File: src/shared/sbst_pkg.sv
package sbst_pkg;

  // ----------------------------------------------------------------
  // Sizes
  // ----------------------------------------------------------------
  localparam int IR_W = 3;
  localparam int ID_W = 32;
  localparam int BSR_W = 90;
  localparam int TRI_CELL = 89;
  localparam int FIFO_DEPTH = 32;
  localparam int TMS_RESET_RUN = 5;

  // Fastest link clock the port is built for; sampled at 100 MHz
  localparam int CLK_PERIOD_NS = 10;
  localparam int TCK_MIN_PERIOD_NS = 50;
  localparam int TCK_MIN_CYCLES = TCK_MIN_PERIOD_NS / CLK_PERIOD_NS;

  // ----------------------------------------------------------------
  // Instruction codes
  // ----------------------------------------------------------------
  localparam logic [IR_W-1:0] OP_EXTEST = 3'h0;
  localparam logic [IR_W-1:0] OP_IDCODE = 3'h1;
  localparam logic [IR_W-1:0] OP_SAMPLEZ = 3'h2;
  localparam logic [IR_W-1:0] OP_SAMPLE = 3'h4;
  localparam logic [IR_W-1:0] OP_BYPASS = 3'h7;
  localparam logic [1:0] IR_CAPTURE_LSB = 2'h1;
  localparam logic IR_CAPTURE_MSB = 1'h0;

  // ----------------------------------------------------------------
  // Identification word; field values are arbitrary
  // ----------------------------------------------------------------
  localparam logic [2:0] ID_REVISION = 3'h1;
  localparam logic [4:0] ID_DEPTH = 5'h02;
  localparam logic [5:0] ID_WIDTH = 6'h03;
  localparam logic [5:0] ID_DEVICE = 6'h04;
  localparam logic [10:0] ID_VENDOR = 11'h055;
  localparam logic ID_PRESENT = 1'h1;
  localparam logic [ID_W-1:0] ID_CODE = {ID_REVISION, ID_DEPTH, ID_WIDTH,
    ID_DEVICE, ID_VENDOR, ID_PRESENT};

  // ----------------------------------------------------------------
  // Data register selection
  // ----------------------------------------------------------------
  typedef enum logic [1:0]
  {
    SEL_BYPASS = 2'h0,
    SEL_ID = 2'h1,
    SEL_BSR = 2'h2
  } sbst_sel_t;

  typedef enum logic [15:0]
  {
    ST_TLR = 16'h0001,
    ST_RTI = 16'h0002,
    ST_SELDR = 16'h0004,
    ST_CAPDR = 16'h0008,
    ST_SHDR = 16'h0010,
    ST_EX1DR = 16'h0020,
    ST_PAUSEDR = 16'h0040,
    ST_EX2DR = 16'h0080,
    ST_UPDDR = 16'h0100,
    ST_SELIR = 16'h0200,
    ST_CAPIR = 16'h0400,
    ST_SHIR = 16'h0800,
    ST_EX1IR = 16'h1000,
    ST_PAUSEIR = 16'h2000,
    ST_EX2IR = 16'h4000,
    ST_UPDIR = 16'h8000
  } sbst_state_t;

endpackage

File: src/sbst_tap.sv
`timescale 1ns/1ns
// Notes on behaviour
// - Inputs on link-clock rise, output on fall
// - Undriven mode and data inputs read high
// - Data enters MSB, leaves from LSB
// - Output enable follows controller state
// - Five mode-high rises reset the port
// - Power-up reset leaves output high impedance
// - Three-bit instruction, identification after reset
// - Instruction capture loads binary 01 low
// - One-bit bypass, cleared on capture
// - Boundary register captures pin ring, shifts
// - Identification capture loads fixed 32-bit code
// - Instruction acts at update; one register
// - EXTEST drives preloaded cells, selects boundary
// - Identification code shifts out in shift-data
// - Output-floating sample floats outputs, selects boundary
// - SAMPLE/PRELOAD snapshots pins at capture
// - Preload shifts in while sample shifts out
// - Tristate cell latches on update, gates outputs
// - Tristate cell preset high at reset
// - Code bit 0 one, vendor bits 11:1
module sbst_tap (
  input wire logic clk,
  input wire logic rst_n,
  input wire logic tck,
  input wire logic tms,
  input wire logic tmsDriven,
  input wire logic tdi,
  input wire logic tdiDriven,
  output logic tdo,
  output logic tdoOe_n,
  input wire logic ringValid,
  output logic ringReady,
  input wire logic [sbst_pkg::BSR_W-1:0] ringData,
  output logic [sbst_pkg::BSR_W-1:0] cellOut,
  output logic pinOverride,
  output logic memOutFloat
);

  // ----------------------------------------------------------------
  // Reset release and pin synchronisers
  // ----------------------------------------------------------------
  logic [1:0] rstPipe_r;
  wire rstSync_n = rstPipe_r[1];

  always_ff @(posedge clk or negedge rst_n)
  begin
    if (!rst_n)
      rstPipe_r <= 2'h0;
    else
      rstPipe_r <= {rstPipe_r[0], 1'b1};
  end

  // Undriven inputs read high as if pulled up; the clock rests low
  logic [4:0] syncA_r;
  logic [4:0] syncB_r;
  logic tckLast_r;
  wire [4:0] pinRaw = {tck, tms, tmsDriven, tdi, tdiDriven};

  always_ff @(posedge clk or negedge rstSync_n)
  begin
    if (!rstSync_n)
    begin
      syncA_r <= 5'h0f;
      syncB_r <= 5'h0f;
      tckLast_r <= 1'b0;
    end
    else
    begin
      syncA_r <= pinRaw;
      syncB_r <= syncA_r;
      tckLast_r <= syncB_r[4];
    end
  end

  wire tckS = syncB_r[4];
  wire tmsIn = syncB_r[3] || !syncB_r[2];
  wire tdiIn = syncB_r[1] || !syncB_r[0];
  wire tckRise = tckS && !tckLast_r;
  wire tckFall = !tckS && tckLast_r;

  // ----------------------------------------------------------------
  // Controller
  // ----------------------------------------------------------------
  sbst_pkg::sbst_state_t state_r;
  sbst_pkg::sbst_state_t state_nxt;

  always_comb
  begin
    unique case (state_r)
      sbst_pkg::ST_TLR:
        state_nxt = tmsIn ? sbst_pkg::ST_TLR : sbst_pkg::ST_RTI;
      sbst_pkg::ST_RTI:
        state_nxt = tmsIn ? sbst_pkg::ST_SELDR : sbst_pkg::ST_RTI;
      sbst_pkg::ST_SELDR:
        state_nxt = tmsIn ? sbst_pkg::ST_SELIR : sbst_pkg::ST_CAPDR;
      sbst_pkg::ST_CAPDR:
        state_nxt = tmsIn ? sbst_pkg::ST_EX1DR : sbst_pkg::ST_SHDR;
      sbst_pkg::ST_SHDR:
        state_nxt = tmsIn ? sbst_pkg::ST_EX1DR : sbst_pkg::ST_SHDR;
      sbst_pkg::ST_EX1DR:
        state_nxt = tmsIn ? sbst_pkg::ST_UPDDR : sbst_pkg::ST_PAUSEDR;
      sbst_pkg::ST_PAUSEDR:
        state_nxt = tmsIn ? sbst_pkg::ST_EX2DR : sbst_pkg::ST_PAUSEDR;
      sbst_pkg::ST_EX2DR:
        state_nxt = tmsIn ? sbst_pkg::ST_UPDDR : sbst_pkg::ST_SHDR;
      sbst_pkg::ST_UPDDR:
        state_nxt = tmsIn ? sbst_pkg::ST_SELDR : sbst_pkg::ST_RTI;
      sbst_pkg::ST_SELIR:
        state_nxt = tmsIn ? sbst_pkg::ST_TLR : sbst_pkg::ST_CAPIR;
      sbst_pkg::ST_CAPIR:
        state_nxt = tmsIn ? sbst_pkg::ST_EX1IR : sbst_pkg::ST_SHIR;
      sbst_pkg::ST_SHIR:
        state_nxt = tmsIn ? sbst_pkg::ST_EX1IR : sbst_pkg::ST_SHIR;
      sbst_pkg::ST_EX1IR:
        state_nxt = tmsIn ? sbst_pkg::ST_UPDIR : sbst_pkg::ST_PAUSEIR;
      sbst_pkg::ST_PAUSEIR:
        state_nxt = tmsIn ? sbst_pkg::ST_EX2IR : sbst_pkg::ST_PAUSEIR;
      sbst_pkg::ST_EX2IR:
        state_nxt = tmsIn ? sbst_pkg::ST_UPDIR : sbst_pkg::ST_SHIR;
      sbst_pkg::ST_UPDIR:
        state_nxt = tmsIn ? sbst_pkg::ST_SELDR : sbst_pkg::ST_RTI;
      default:
        state_nxt = sbst_pkg::ST_TLR;
    endcase
  end

  // Power-up lands in test-logic reset, so the output starts floating
  always_ff @(posedge clk or negedge rstSync_n)
  begin
    if (!rstSync_n)
      state_r <= sbst_pkg::ST_TLR;
    else if (tckRise)
      state_r <= state_nxt;
  end

  // ----------------------------------------------------------------
  // Instruction decode
  // ----------------------------------------------------------------
  // Reserved codes fall back to bypass, the shortest harmless path
  function automatic sbst_pkg::sbst_sel_t drSelect(
    input logic [sbst_pkg::IR_W-1:0] op);
    case (op)
      sbst_pkg::OP_IDCODE: drSelect = sbst_pkg::SEL_ID;
      sbst_pkg::OP_EXTEST,
      sbst_pkg::OP_SAMPLEZ,
      sbst_pkg::OP_SAMPLE: drSelect = sbst_pkg::SEL_BSR;
      default: drSelect = sbst_pkg::SEL_BYPASS;
    endcase
  endfunction

  logic [sbst_pkg::IR_W-1:0] ir_r;
  logic [sbst_pkg::IR_W-1:0] irSh_r;
  logic [sbst_pkg::ID_W-1:0] idSh_r;
  logic [sbst_pkg::BSR_W-1:0] bsrSh_r;
  logic bypass_r;

  wire sbst_pkg::sbst_sel_t sel = drSelect(ir_r);
  wire selBsr = (sel == sbst_pkg::SEL_BSR);
  wire selId = (sel == sbst_pkg::SEL_ID);
  wire selByp = (sel == sbst_pkg::SEL_BYPASS);
  wire inTlr = (state_r == sbst_pkg::ST_TLR);
  wire atCapDr = tckRise && (state_r == sbst_pkg::ST_CAPDR);
  wire atShDr = tckRise && (state_r == sbst_pkg::ST_SHDR);
  wire atUpdDr = tckRise && (state_r == sbst_pkg::ST_UPDDR);
  wire atCapIr = tckRise && (state_r == sbst_pkg::ST_CAPIR);
  wire atShIr = tckRise && (state_r == sbst_pkg::ST_SHIR);
  wire atUpdIr = tckRise && (state_r == sbst_pkg::ST_UPDIR);
  wire shiftNow = (state_r == sbst_pkg::ST_SHDR) ||
    (state_r == sbst_pkg::ST_SHIR);

  // ----------------------------------------------------------------
  // Pin ring snapshots
  // ----------------------------------------------------------------
  // The ring side may stall: snapshots wait here until a capture with the boundary register selected
  logic snapValid;
  logic [sbst_pkg::BSR_W-1:0] snapData;
  wire snapTake = atCapDr && selBsr;

  sbst_fifo #(
    .WIDTH(sbst_pkg::BSR_W),
    .DEPTH(sbst_pkg::FIFO_DEPTH)
  ) u_snapFifo (
    .clk(clk),
    .rstSync_n(rstSync_n),
    .inValid(ringValid),
    .inReady(ringReady),
    .inData(ringData),
    .outValid(snapValid),
    .outReady(snapTake),
    .outData(snapData)
  );

  // ----------------------------------------------------------------
  // Instruction and data registers
  // ----------------------------------------------------------------
  always_ff @(posedge clk or negedge rstSync_n)
  begin
    if (!rstSync_n)
    begin
      ir_r <= sbst_pkg::OP_IDCODE;
      irSh_r <= sbst_pkg::OP_IDCODE;
    end
    else if (inTlr)
      ir_r <= sbst_pkg::OP_IDCODE;
    else if (atCapIr)
      irSh_r <= {sbst_pkg::IR_CAPTURE_MSB, sbst_pkg::IR_CAPTURE_LSB};
    else if (atShIr)
      irSh_r <= {tdiIn, irSh_r[sbst_pkg::IR_W-1:1]};
    else if (atUpdIr)
      ir_r <= irSh_r;
  end

  // An empty snapshot queue leaves the boundary shift register holding whatever it last held
  always_ff @(posedge clk or negedge rstSync_n)
  begin
    if (!rstSync_n)
    begin
      bsrSh_r <= '0;
      idSh_r <= '0;
      bypass_r <= 1'b0;
    end
    else if (atCapDr)
    begin
      if (selBsr && snapValid)
        bsrSh_r <= snapData;
      if (selId)
        idSh_r <= sbst_pkg::ID_CODE;
      if (selByp)
        bypass_r <= 1'b0;
    end
    else if (atShDr)
    begin
      if (selBsr)
        bsrSh_r <= {tdiIn, bsrSh_r[sbst_pkg::BSR_W-1:1]};
      if (selId)
        idSh_r <= {tdiIn, idSh_r[sbst_pkg::ID_W-1:1]};
      if (selByp)
        bypass_r <= tdiIn;
    end
  end

  // Update stage: parallel cells, tristate cell preset high
  always_ff @(posedge clk or negedge rstSync_n)
  begin
    if (!rstSync_n)
    begin
      cellOut <= '0;
      cellOut[sbst_pkg::TRI_CELL] <= 1'b1;
    end
    else if (inTlr)
      cellOut[sbst_pkg::TRI_CELL] <= 1'b1;
    else if (atUpdDr && selBsr)
      cellOut <= bsrSh_r;
  end

  wire isExtest = (ir_r == sbst_pkg::OP_EXTEST);
  wire isSampleZ = (ir_r == sbst_pkg::OP_SAMPLEZ);
  assign pinOverride = isExtest;
  assign memOutFloat = isSampleZ ||
    (isExtest && !cellOut[sbst_pkg::TRI_CELL]);

  // ----------------------------------------------------------------
  // Serial output, changed on the falling link edge
  // ----------------------------------------------------------------
  wire tdoBit = (state_r == sbst_pkg::ST_SHIR) ? irSh_r[0] :
    selBsr ? bsrSh_r[0] : selId ? idSh_r[0] : bypass_r;

  always_ff @(posedge clk or negedge rstSync_n)
  begin
    if (!rstSync_n)
    begin
      tdo <= 1'b0;
      tdoOe_n <= 1'b1;
    end
    else if (tckFall)
    begin
      tdo <= tdoBit;
      tdoOe_n <= !shiftNow;
    end
  end

  // ----------------------------------------------------------------
  // Checks
  // ----------------------------------------------------------------
  logic [2:0] tmsRun_r;
  always_ff @(posedge clk or negedge rstSync_n)
  begin
    if (!rstSync_n)
      tmsRun_r <= '0;
    else if (tckRise)
      tmsRun_r <= !tmsIn ? '0 :
        (tmsRun_r == 3'(sbst_pkg::TMS_RESET_RUN)) ? tmsRun_r :
        tmsRun_r + 1'b1;
  end

  chk_tdo_idle_float: assert property (@(posedge clk)
    disable iff (!rstSync_n) tckFall && !shiftNow |=> tdoOe_n)
    else $error("serial output driven outside shift");
  chk_tdo_edge_only: assert property (@(posedge clk)
    disable iff (!rstSync_n)
    $changed(tdo) || $changed(tdoOe_n) |-> $past(tckFall))
    else $error("serial output moved off the falling edge");
  chk_five_ones_reset: assert property (@(posedge clk)
    disable iff (!rstSync_n) tmsRun_r == 3'(sbst_pkg::TMS_RESET_RUN) |-> inTlr)
    else $error("five high mode samples did not reset");
  chk_ir_reset_id: assert property (@(posedge clk)
    disable iff (!rstSync_n) inTlr ##1 inTlr |-> ir_r == sbst_pkg::OP_IDCODE)
    else $error("instruction not identification in reset");
  chk_ir_capture_bits: assert property (@(posedge clk)
    disable iff (!rstSync_n)
    atCapIr |=> irSh_r[1:0] == sbst_pkg::IR_CAPTURE_LSB)
    else $error("instruction capture pattern wrong");
  chk_bypass_cleared: assert property (@(posedge clk)
    disable iff (!rstSync_n) atCapDr && selByp |=> !bypass_r)
    else $error("bypass bit not cleared on capture");
  chk_id_capture_word: assert property (@(posedge clk)
    disable iff (!rstSync_n)
    atCapDr && selId |=> idSh_r == sbst_pkg::ID_CODE && idSh_r[0])
    else $error("identification word not captured");
  chk_bsr_msb_entry: assert property (@(posedge clk)
    disable iff (!rstSync_n)
    atShDr && selBsr |=> bsrSh_r[sbst_pkg::BSR_W-1] == $past(tdiIn))
    else $error("serial data did not enter at the top");
  chk_samplez_float: assert property (@(posedge clk)
    disable iff (!rstSync_n) isSampleZ |-> memOutFloat && !pinOverride)
    else $error("outputs not floated under sample-z");
  chk_tristate_preset: assert property (@(posedge clk)
    disable iff (!rstSync_n) inTlr |=> cellOut[sbst_pkg::TRI_CELL])
    else $error("tristate cell not preset in reset");

endmodule

File: src/sbst_fifo.sv
`timescale 1ns/1ns
module sbst_fifo #(
  parameter int WIDTH = 90,
  parameter int DEPTH = 32
) (
  input wire logic clk,
  input wire logic rstSync_n,
  input wire logic inValid,
  output logic inReady,
  input wire logic [WIDTH-1:0] inData,
  output logic outValid,
  input wire logic outReady,
  output logic [WIDTH-1:0] outData
);

  localparam int AW = $clog2(DEPTH);

  logic [WIDTH-1:0] mem [DEPTH];
  logic [AW-1:0] wrPtr_r;
  logic [AW-1:0] rdPtr_r;
  logic [AW:0] count_r;
  wire doWrite = inValid && inReady;
  wire doRead = outValid && outReady;

  assign inReady = (count_r != (AW+1)'(DEPTH));
  assign outValid = (count_r != '0);
  assign outData = mem[rdPtr_r];

  always_ff @(posedge clk)
  begin
    if (doWrite)
      mem[wrPtr_r] <= inData;
  end

  always_ff @(posedge clk or negedge rstSync_n)
  begin
    if (!rstSync_n)
    begin
      wrPtr_r <= '0;
      rdPtr_r <= '0;
      count_r <= '0;
    end
    else
    begin
      if (doWrite)
        wrPtr_r <= (wrPtr_r == AW'(DEPTH-1)) ? '0 : wrPtr_r + 1'b1;
      if (doRead)
        rdPtr_r <= (rdPtr_r == AW'(DEPTH-1)) ? '0 : rdPtr_r + 1'b1;
      if (doWrite && !doRead)
        count_r <= count_r + 1'b1;
      else if (doRead && !doWrite)
        count_r <= count_r - 1'b1;
    end
  end

endmodule

File: config.mk
export PLATFORM = sky130hd
export DESIGN_NAME = sbst_tap
export DESIGN_NICKNAME = d
export VERILOG_FILES = /design/src/shared/sbst_pkg.sv /design/src/sbst_tap.sv /design/src/sbst_fifo.sv
export SDC_FILE = /design/constraint.sdc
export NUM_CORES = 2
export LEC_CHECK = 0
export BUFFER_PORTS_ARGS = -buffer_cell sky130_fd_sc_hd__buf_2
export CORE_UTILIZATION = 55
export DETAILED_ROUTE_END_ITERATION = 16
export PLACE_DENSITY = 0.74
export SLEW_MARGIN = 20
export SYNTH_ARGS = -nofsm -noshare
export SYNTH_HDL_FRONTEND = slang
export SYNTH_SLANG_ARGS = --single-unit
File: constraint.sdc
create_clock -name clk -period 9.25 [get_ports clk]
set_clock_uncertainty 0.2 [all_clocks]
set_input_delay 1.85 -clock clk [delete_from_list [all_inputs] [get_ports clk]]
set_output_delay 1.85 -clock clk [all_outputs]
set_load 0.005 [all_outputs]
Yosys cells after proc, flatten, opt, wreduce, memory -nomap -nowiden. Memories as Yosys holds them, arrays and structs flattened. Index checks and enable logic that the tools add are counted.

Register bits: 266. Bits in writable memories: 2880. Bits of input ports: 98. Output and inout bits: 95. Logic and storage cells: 144. Memories kept: 1.

Add/subtract/negate cells: 4. Eq/ne operators: 31. Muxes and demuxes: 43. Bitwise logic cells: 1. Reduce and logical (&&, ||, !) cells: 47.

Memories: u_snapFifo.mem (words 32, bits a word 90, read ports 1, clocked after Yosys merged registers in 0, write ports 1, line sbst_fifo.sv:18) `logic [WIDTH-1:0] mem [DEPTH];`.

Operators by type and width (count): $mux 90 (5); $pmux 16 s12 (1); $mux 32 (4); $mux 16 (2); $mux 3 (7); $mux 6 (3); $mux 9 (2); $eq 16x1->1 const B (1); $eq 16x10->1 const B (1); $eq 16x11->1 const B (1); $eq 16x12->1 const B (1); $eq 16x13->1 const B (1); $eq 16x14->1 const B (1); $eq 16x15->1 const B (1); $eq 16x16->1 const B (1); $eq 16x2->1 const B (1); $eq 16x3->1 const B (1); $eq 16x4->1 const B (1); $eq 16x5->1 const B (1); $eq 16x6->1 const B (1); $eq 16x7->1 const B (1); $eq 16x8->1 const B (1); $eq 16x9->1 const B (1); $logic_and 1x1->1 (16); 32 further kinds (70).

Longest topological paths before layout.
Depth after elaboration: 9. Mapped depth: 14. Depth with buffers taken out: 13.

Modules after synthesis. A second synthesis with hierarchy kept.

Cell total of the unflattened synthesis: 5340. Area total of the unflattened synthesis: 120451.8 um^2.

Modules (own cells, without submodules): sbst_fifo (times used 1, cells an instance 4487, area an instance 110010.5 um^2, seq. area each 86883.3 um^2); sbst_tap (times used 1, cells an instance 853, area an instance 10441.3 um^2, seq. area each 6272.3 um^2).

Worst setup path before layout. No wires, ideal clock.

Kind: input-to-reg. Start point: input port ringValid. End point: memory u_snapFifo.mem[12][0] (enable). Library setup time: 0.540 ns. Data arrival time: 6.023 ns. Required time: 8.510 ns. Setup slack: 2.487 ns. Stages on the path: 4. Cells stage by stage: nand2_1 -> clkinv_1 -> nand2_1 -> nor2_1.

Word-level cells in the longest chain between the ends: 3.

Ends and longest elaborated chain: start: declaration (line sbst_tap.sv:33) `input wire logic ringValid,`; $logic_and 1x1->1 (line sbst_fifo.sv:22) `wire doWrite = inValid && inReady;`; via u_snapFifo.doWrite (line sbst_fifo.sv:22); $mux 1 (line sbst_fifo.sv:31) `if (doWrite)`; $mux 1 (not written as such) (line sbst_fifo.sv:32) `mem[wrPtr_r] <= inData;`; end: declaration (line sbst_fifo.sv:18).

The timed path passes the listed nets, and every way through them passes these cells.

Final worst setup path.
Start point: register u_snapFifo.rdPtr_r[2]. End point: register bsrSh_r[44] in the netlist's numbering.

Word-level cells in the longest chain between the ends: 3.

Ends and longest elaborated chain: start: declaration (line sbst_fifo.sv:20) `logic [AW-1:0] rdPtr_r;`; start signal: assignment (line sbst_fifo.sv:48) `rdPtr_r <= (rdPtr_r == AW'(DEPTH-1)) ? '0 : rdPtr_r + 1'b1;`; $mem_v2 32x90; $mux 90 (line sbst_tap.sv:226) `if (selBsr && snapValid)`; $mux 90 (line sbst_tap.sv:224) `else if (atCapDr)`; end signal: assignment (line sbst_tap.sv:227) `bsrSh_r <= snapData;`; end signal: assignment (line sbst_tap.sv:236) `bsrSh_r <= {tdiIn, bsrSh_r[sbst_pkg::BSR_W-1:1]};`; end: declaration (line sbst_tap.sv:156) `logic [sbst_pkg::BSR_W-1:0] bsrSh_r;`.

No other way between the ends. The select of a mux whose other input is x is not followed. A chain may end at the register's enable or synchronous reset.

==> results_tabular.tex <==
\begin{tabular}{lr}
\hline
Metric & Value \\
\hline
\multicolumn{2}{l}{\textbf{Run status}} \\
Outcome & finished, final reports clean \\
\multicolumn{2}{l}{\textbf{Clocking}} \\
Clock Path Buffers & 4 \\
Resized cells post-CTS & 0 \\
Total of hold buffers inserted after clock tree synthesis & 0 \\
Number of H-tree branching levels & 5 \\
Post-CTS clock slew at the launch and capture registers of the worst setup and hold paths & 0.06 ns \\
TritonCTS clock tree & built \\
Number of buffers inserted by post-CTS setup repair & 0 \\
Clock root buffer master & clkbuf\_16 \\
Sinks on Clock Net & 3146 \\
CTS buffer count & 325 \\
Skew-Pair Late Insertion Delay & 0.96 ns \\
\multicolumn{2}{l}{\textbf{Route}} \\
Wire per inst & 32.80 µm \\
Avg Vias per Cell & 6.681 \\
Total number of vias & 63830 \\
ANT nets after route & 0 \\
Final wirelength & 313300 µm \\
Initial DRC Count & 9046 \\
Residual DRC & 0 \\
DRT Pass-1 Iters & 8 \\
\multicolumn{2}{l}{\textbf{Final layout}} \\
Area delta synth->final & 12.53\% \\
Filler Cell Count & 14410 \\
Number of nets in the layout & 6552 \\
Summed area of non-filler cells in the final layout & 0.1360 mm² \\
Fraction of final layout cells with drive strength greater than 1 & 22.17\% \\
\multicolumn{2}{l}{\textbf{Yosys}} \\
Synth Flop Type & edfxtp\_1 \\
Yosys Warn Count & 0 \\
Synthesized-area fraction occupied by and/or/nand/nor cells & 3.209\% \\
Number of flip-flops and latches in the synthesized netlist & 3146 \\
Complex-gate fraction of the synthesized area & 3.942\% \\
Post-Synthesis Cells & 6147 \\
Post-synthesis cell type count & 75 \\
Post-synth design cell area & 0.1208 mm² \\
Sequential area share after synthesis & 77.09\% \\
Total nets after synthesis & 6258 \\
Main combinational cell family by area after synthesis & multiplexers \\
Post-Synth Adder-Cell Area & 0.1408\% \\
Share of the synthesized netlist area taken by xor and xnor gates & 0.09422\% \\
Post-Syn Area per Cell & 19.66 µm² \\
Number of enable-type register cells in the synthesized netlist & 2880 \\
Multiplexer area fraction after synthesis & 14.16\% \\
Async set or reset register ratio after synthesis & 8.455\% \\
\multicolumn{2}{l}{\textbf{Place}} \\
Placement-stage cell area & 0.1255 mm² \\
Quantity of I/O buffers inserted on ports & 192 \\
Half-perimeter wire length after placement & 171800 µm \\
Routability congestion estimate & 0.8180 \\
\multicolumn{2}{l}{\textbf{Worst setup path}} \\
Worst stage delay on the critical path & 1.00 ns \\
Data arrival time of the critical path & 5.46 ns \\
Crit-path max FO & 131 \\
Path type of the worst setup path & reg -> reg \\
Data required time at the worst endpoint & 9.85 ns \\
Cell occurring most often along the worst timing path & buf\_12 \\
Buf/Inv on CP & 2 \\
Cell breakdown of the critical path & buf\_12 -> buf\_12 -> mux4\_2 -> a22oi\_1 -> nand4\_1 -> nor2\_1 -> o21ai\_0 \\
Cell at the slowest stage of the critical path & dfrtp\_4 \\
Crit. End Element & flip-flop \\
Startpoint class of the critical path & flip-flop \\
CP delay by family, top & buffers and inverters \\
\multicolumn{2}{l}{\textbf{Power and ir drop}} \\
Power per cell area & 225.3 mW/mm² \\
Switching Power & 0.006456 W \\
Combinational share of power & 4.4\% \\
Sequential power share & 53.6\% \\
Total design power & 0.03064 W \\
Switching power as a share of total power & 21.07\% \\
Reported leakage power & 42.94 nW \\
Part of the total power dissipated in the clock network & 42.0\% \\
Internal power & 0.02419 W \\
Max IR drop VDD & 0.0002386 V \\
\multicolumn{2}{l}{\textbf{Global route}} \\
Maximum number of pins on one net before global-route repair & 132 \\
Overall global routing resource usage & 28.19\% \\
Remaining global-route overflow & 0 \\
Initial antenna violation count & 35 \\
First-pass GRT wire length & 448200 µm \\
Vias in the first global route & 63510 \\
\multicolumn{2}{l}{\textbf{Timing}} \\
Post-route fraction of the period consumed by the critical path & 52.59\% \\
Slew Limit Fails & 0 \\
Slew Limit Headroom & 18.83\% \\
Crit path time final & 4.864 ns \\
Unrepaired setup endpoints after global routing & no \\
Number of hold violations in the final report & 0 \\
Total Negative Setup Slacks & 0 ns \\
Worst hold margin & 0.1052 ns \\
Number of failing setup endpoints in the final timing report & 0 \\
Worst Tran Pin Value & 1.218 ns \\
Peak Freq & 0.2056 GHz \\
\multicolumn{2}{l}{\textbf{Floorplan}} \\
Die Span Y & 470.7 µm \\
Core area & 0.2178 mm² \\
Die Footprint & 0.2216 mm² \\
Die span in x & 470.7 µm \\
Starting density of the core & 55.48\% \\
Number of I/O pins & 193 \\
Standard-cell row count & 171 \\
\multicolumn{2}{l}{\textbf{Job}} \\
Number of max-cap violations & 0 \\
\multicolumn{2}{l}{\textbf{Hold path}} \\
Worst min-delay path category & reg -> reg \\
\hline
\end{tabular}
-- routing by layer --
layer  up-vias  wire, µm  global-route usage, %
met5         -       108                      0
met3       656     34910                  6.430
li1      25730         -                      -
met4        16     13120                  11.23
met1     33240    117300                  38.81
met2      4185    147900                  44.03
-- stage by stage --
| stage | util (%) | setup WS, ns | std cells |
|---|---|---|---|
| 2_1_floorplan | - | 1.111 | 6147 |
| 3_3_place_gp | 57.57 | 3.517 | 8963 |
| 3_5_place_dp | 57.61 | 3.620 | 8966 |
| 4_1_cts | 62.39 | 4.410 | 9536 |
| 5_1_grt | 62.42 | 4.375 | 9543 |
| 6_report | 62.43 | 4.386 | 9553 |
-- cells in the final DEF, fill, tap and decap left out, types with 20 or more instances in the layout --
| master | count |
|---|---|
| buf_2 | 192 |
| mux2_2 | 113 |
| nand2_1 | 297 |
| mux4_2 | 488 |
| a21oi_1 | 63 |
| nor3_1 | 20 |
| nand3_1 | 92 |
| nor2b_1 | 49 |
| clkinv_1 | 50 |
| o221ai_1 | 46 |
| nand3b_1 | 44 |
| o22ai_1 | 102 |
| nor2_4 | 35 |
| nand4_1 | 48 |
| mux2i_1 | 484 |
| clkbuf_1 | 67 |
| a221oi_1 | 30 |
| o21ai_0 | 159 |
| edfxtp_1 | 2880 |
| clkbuf_8 | 20 |
| a211oi_1 | 22 |
| nor2_1 | 123 |
| clkinv_2 | 55 |
| a22oi_1 | 207 |
| bufinv_16 | 31 |
| buf_4 | 120 |
| clkbuf_16 | 335 |
| dfrtp_1 | 247 |
-- power by group through the flow --
stage	Clock (W)	Combinational, W	Sequential, W
floorplan	0	0.000647	0.0167
global placement	0	0.00129	0.0167
detailed placement	0	0.00133	0.0167
CTS	0.0130	0.00134	0.0164
global route	0.0135	0.00142	0.0164
finish	0.0129	0.00135	0.0164
-- cell type report --
type	count	area (µm²)	share of cell area (%)
Clock inverter	148	1498	1.101
Sequential cell	3146	93180	68.52
Multi-Input combinational cell	2619	26400	19.42
Clock buffer	422	8910	6.552
Timing Repair Buffer	334	2331	1.714
Antenna cell	15	37.54	0.02760
Tap cell	2854	3571	2.626
Inverter	15	56.30	0.04140
-- cells in the mapped netlist (all sizes together) (63+ instances only) --
| cell | instances | share of area [%] |
|---|---|---|
| nor2 | 161 | 0.50 |
| nand2 | 297 | 0.92 |
| edfxtp | 2880 | 72 |
| a21oi | 63 | 0.26 |
| o21ai | 170 | 0.70 |
| mux2 | 113 | 1.1 |
| dfrtp | 253 | 5.2 |
| mux4 | 488 | 9.1 |
| o22ai | 102 | 0.53 |
| clkbuf | 172 | 0.54 |
| buf | 195 | 0.78 |
| nand3 | 93 | 0.39 |
| mux2i | 484 | 4.0 |
| a22oi | 207 | 1.3 |
-- worst paths after layout --
path	endpoint	slack, ns	cells after the start	startpoint
worst max-delay path	bsrSh_r[44]	4.39	7	u_snapFifo.rdPtr_r[2]
worst min-delay path	syncB_r[1]	0.11	0	syncA_r[1]
worst max register to register	bsrSh_r[44]	4.39	7	u_snapFifo.rdPtr_r[2]
worst min register to register	syncB_r[1]	0.11	0	syncA_r[1]
max in group asynchronous	cellOut[66]	6.44	2	rstPipe_r[1]
min in group asynchronous	irSh_r[1]	0.16	0	rstPipe_r[1]
-- cell families (layout without fill, tap and decap cells) --
kind of cell	count (synthesis)	count (layout)
AO/OA/AOI/OAI	711	711
XOR/XNOR	13	13
adder cells (fa/ha/maj)	13	13
buffers and inverters	382	919
flip-flops	3146	3146
multiplexers	1085	1085
other	1	16
AND/OR/NAND/NOR	796	796
-- worst register-to-register path: stages, from the launching register on --
cell,delay [ns]
dfrtp_4,1.00
buf_12,0.60
buf_12,0.91
mux4_2,0.50
a22oi_1,0.39
nand4_1,0.22
nor2_1,0.63
o21ai_0,0.27
-- state kept, by name, summed over array words and instances (netlist names) --
register,cells
syncB_r,5
tdo,1
state_r,16
cellOut,90
irSh_r,3
u_snapFifo.wrPtr_r,5
ir_r,3
bypass_r,1
u_snapFifo.mem,2880
bsrSh_r,90
rstPipe_r,2
syncA_r,5
u_snapFifo.count_r,6
tdoOe_n,1
u_snapFifo.rdPtr_r,5
idSh_r,32
tckLast_r,1
(Power assumes the default switching activity.)
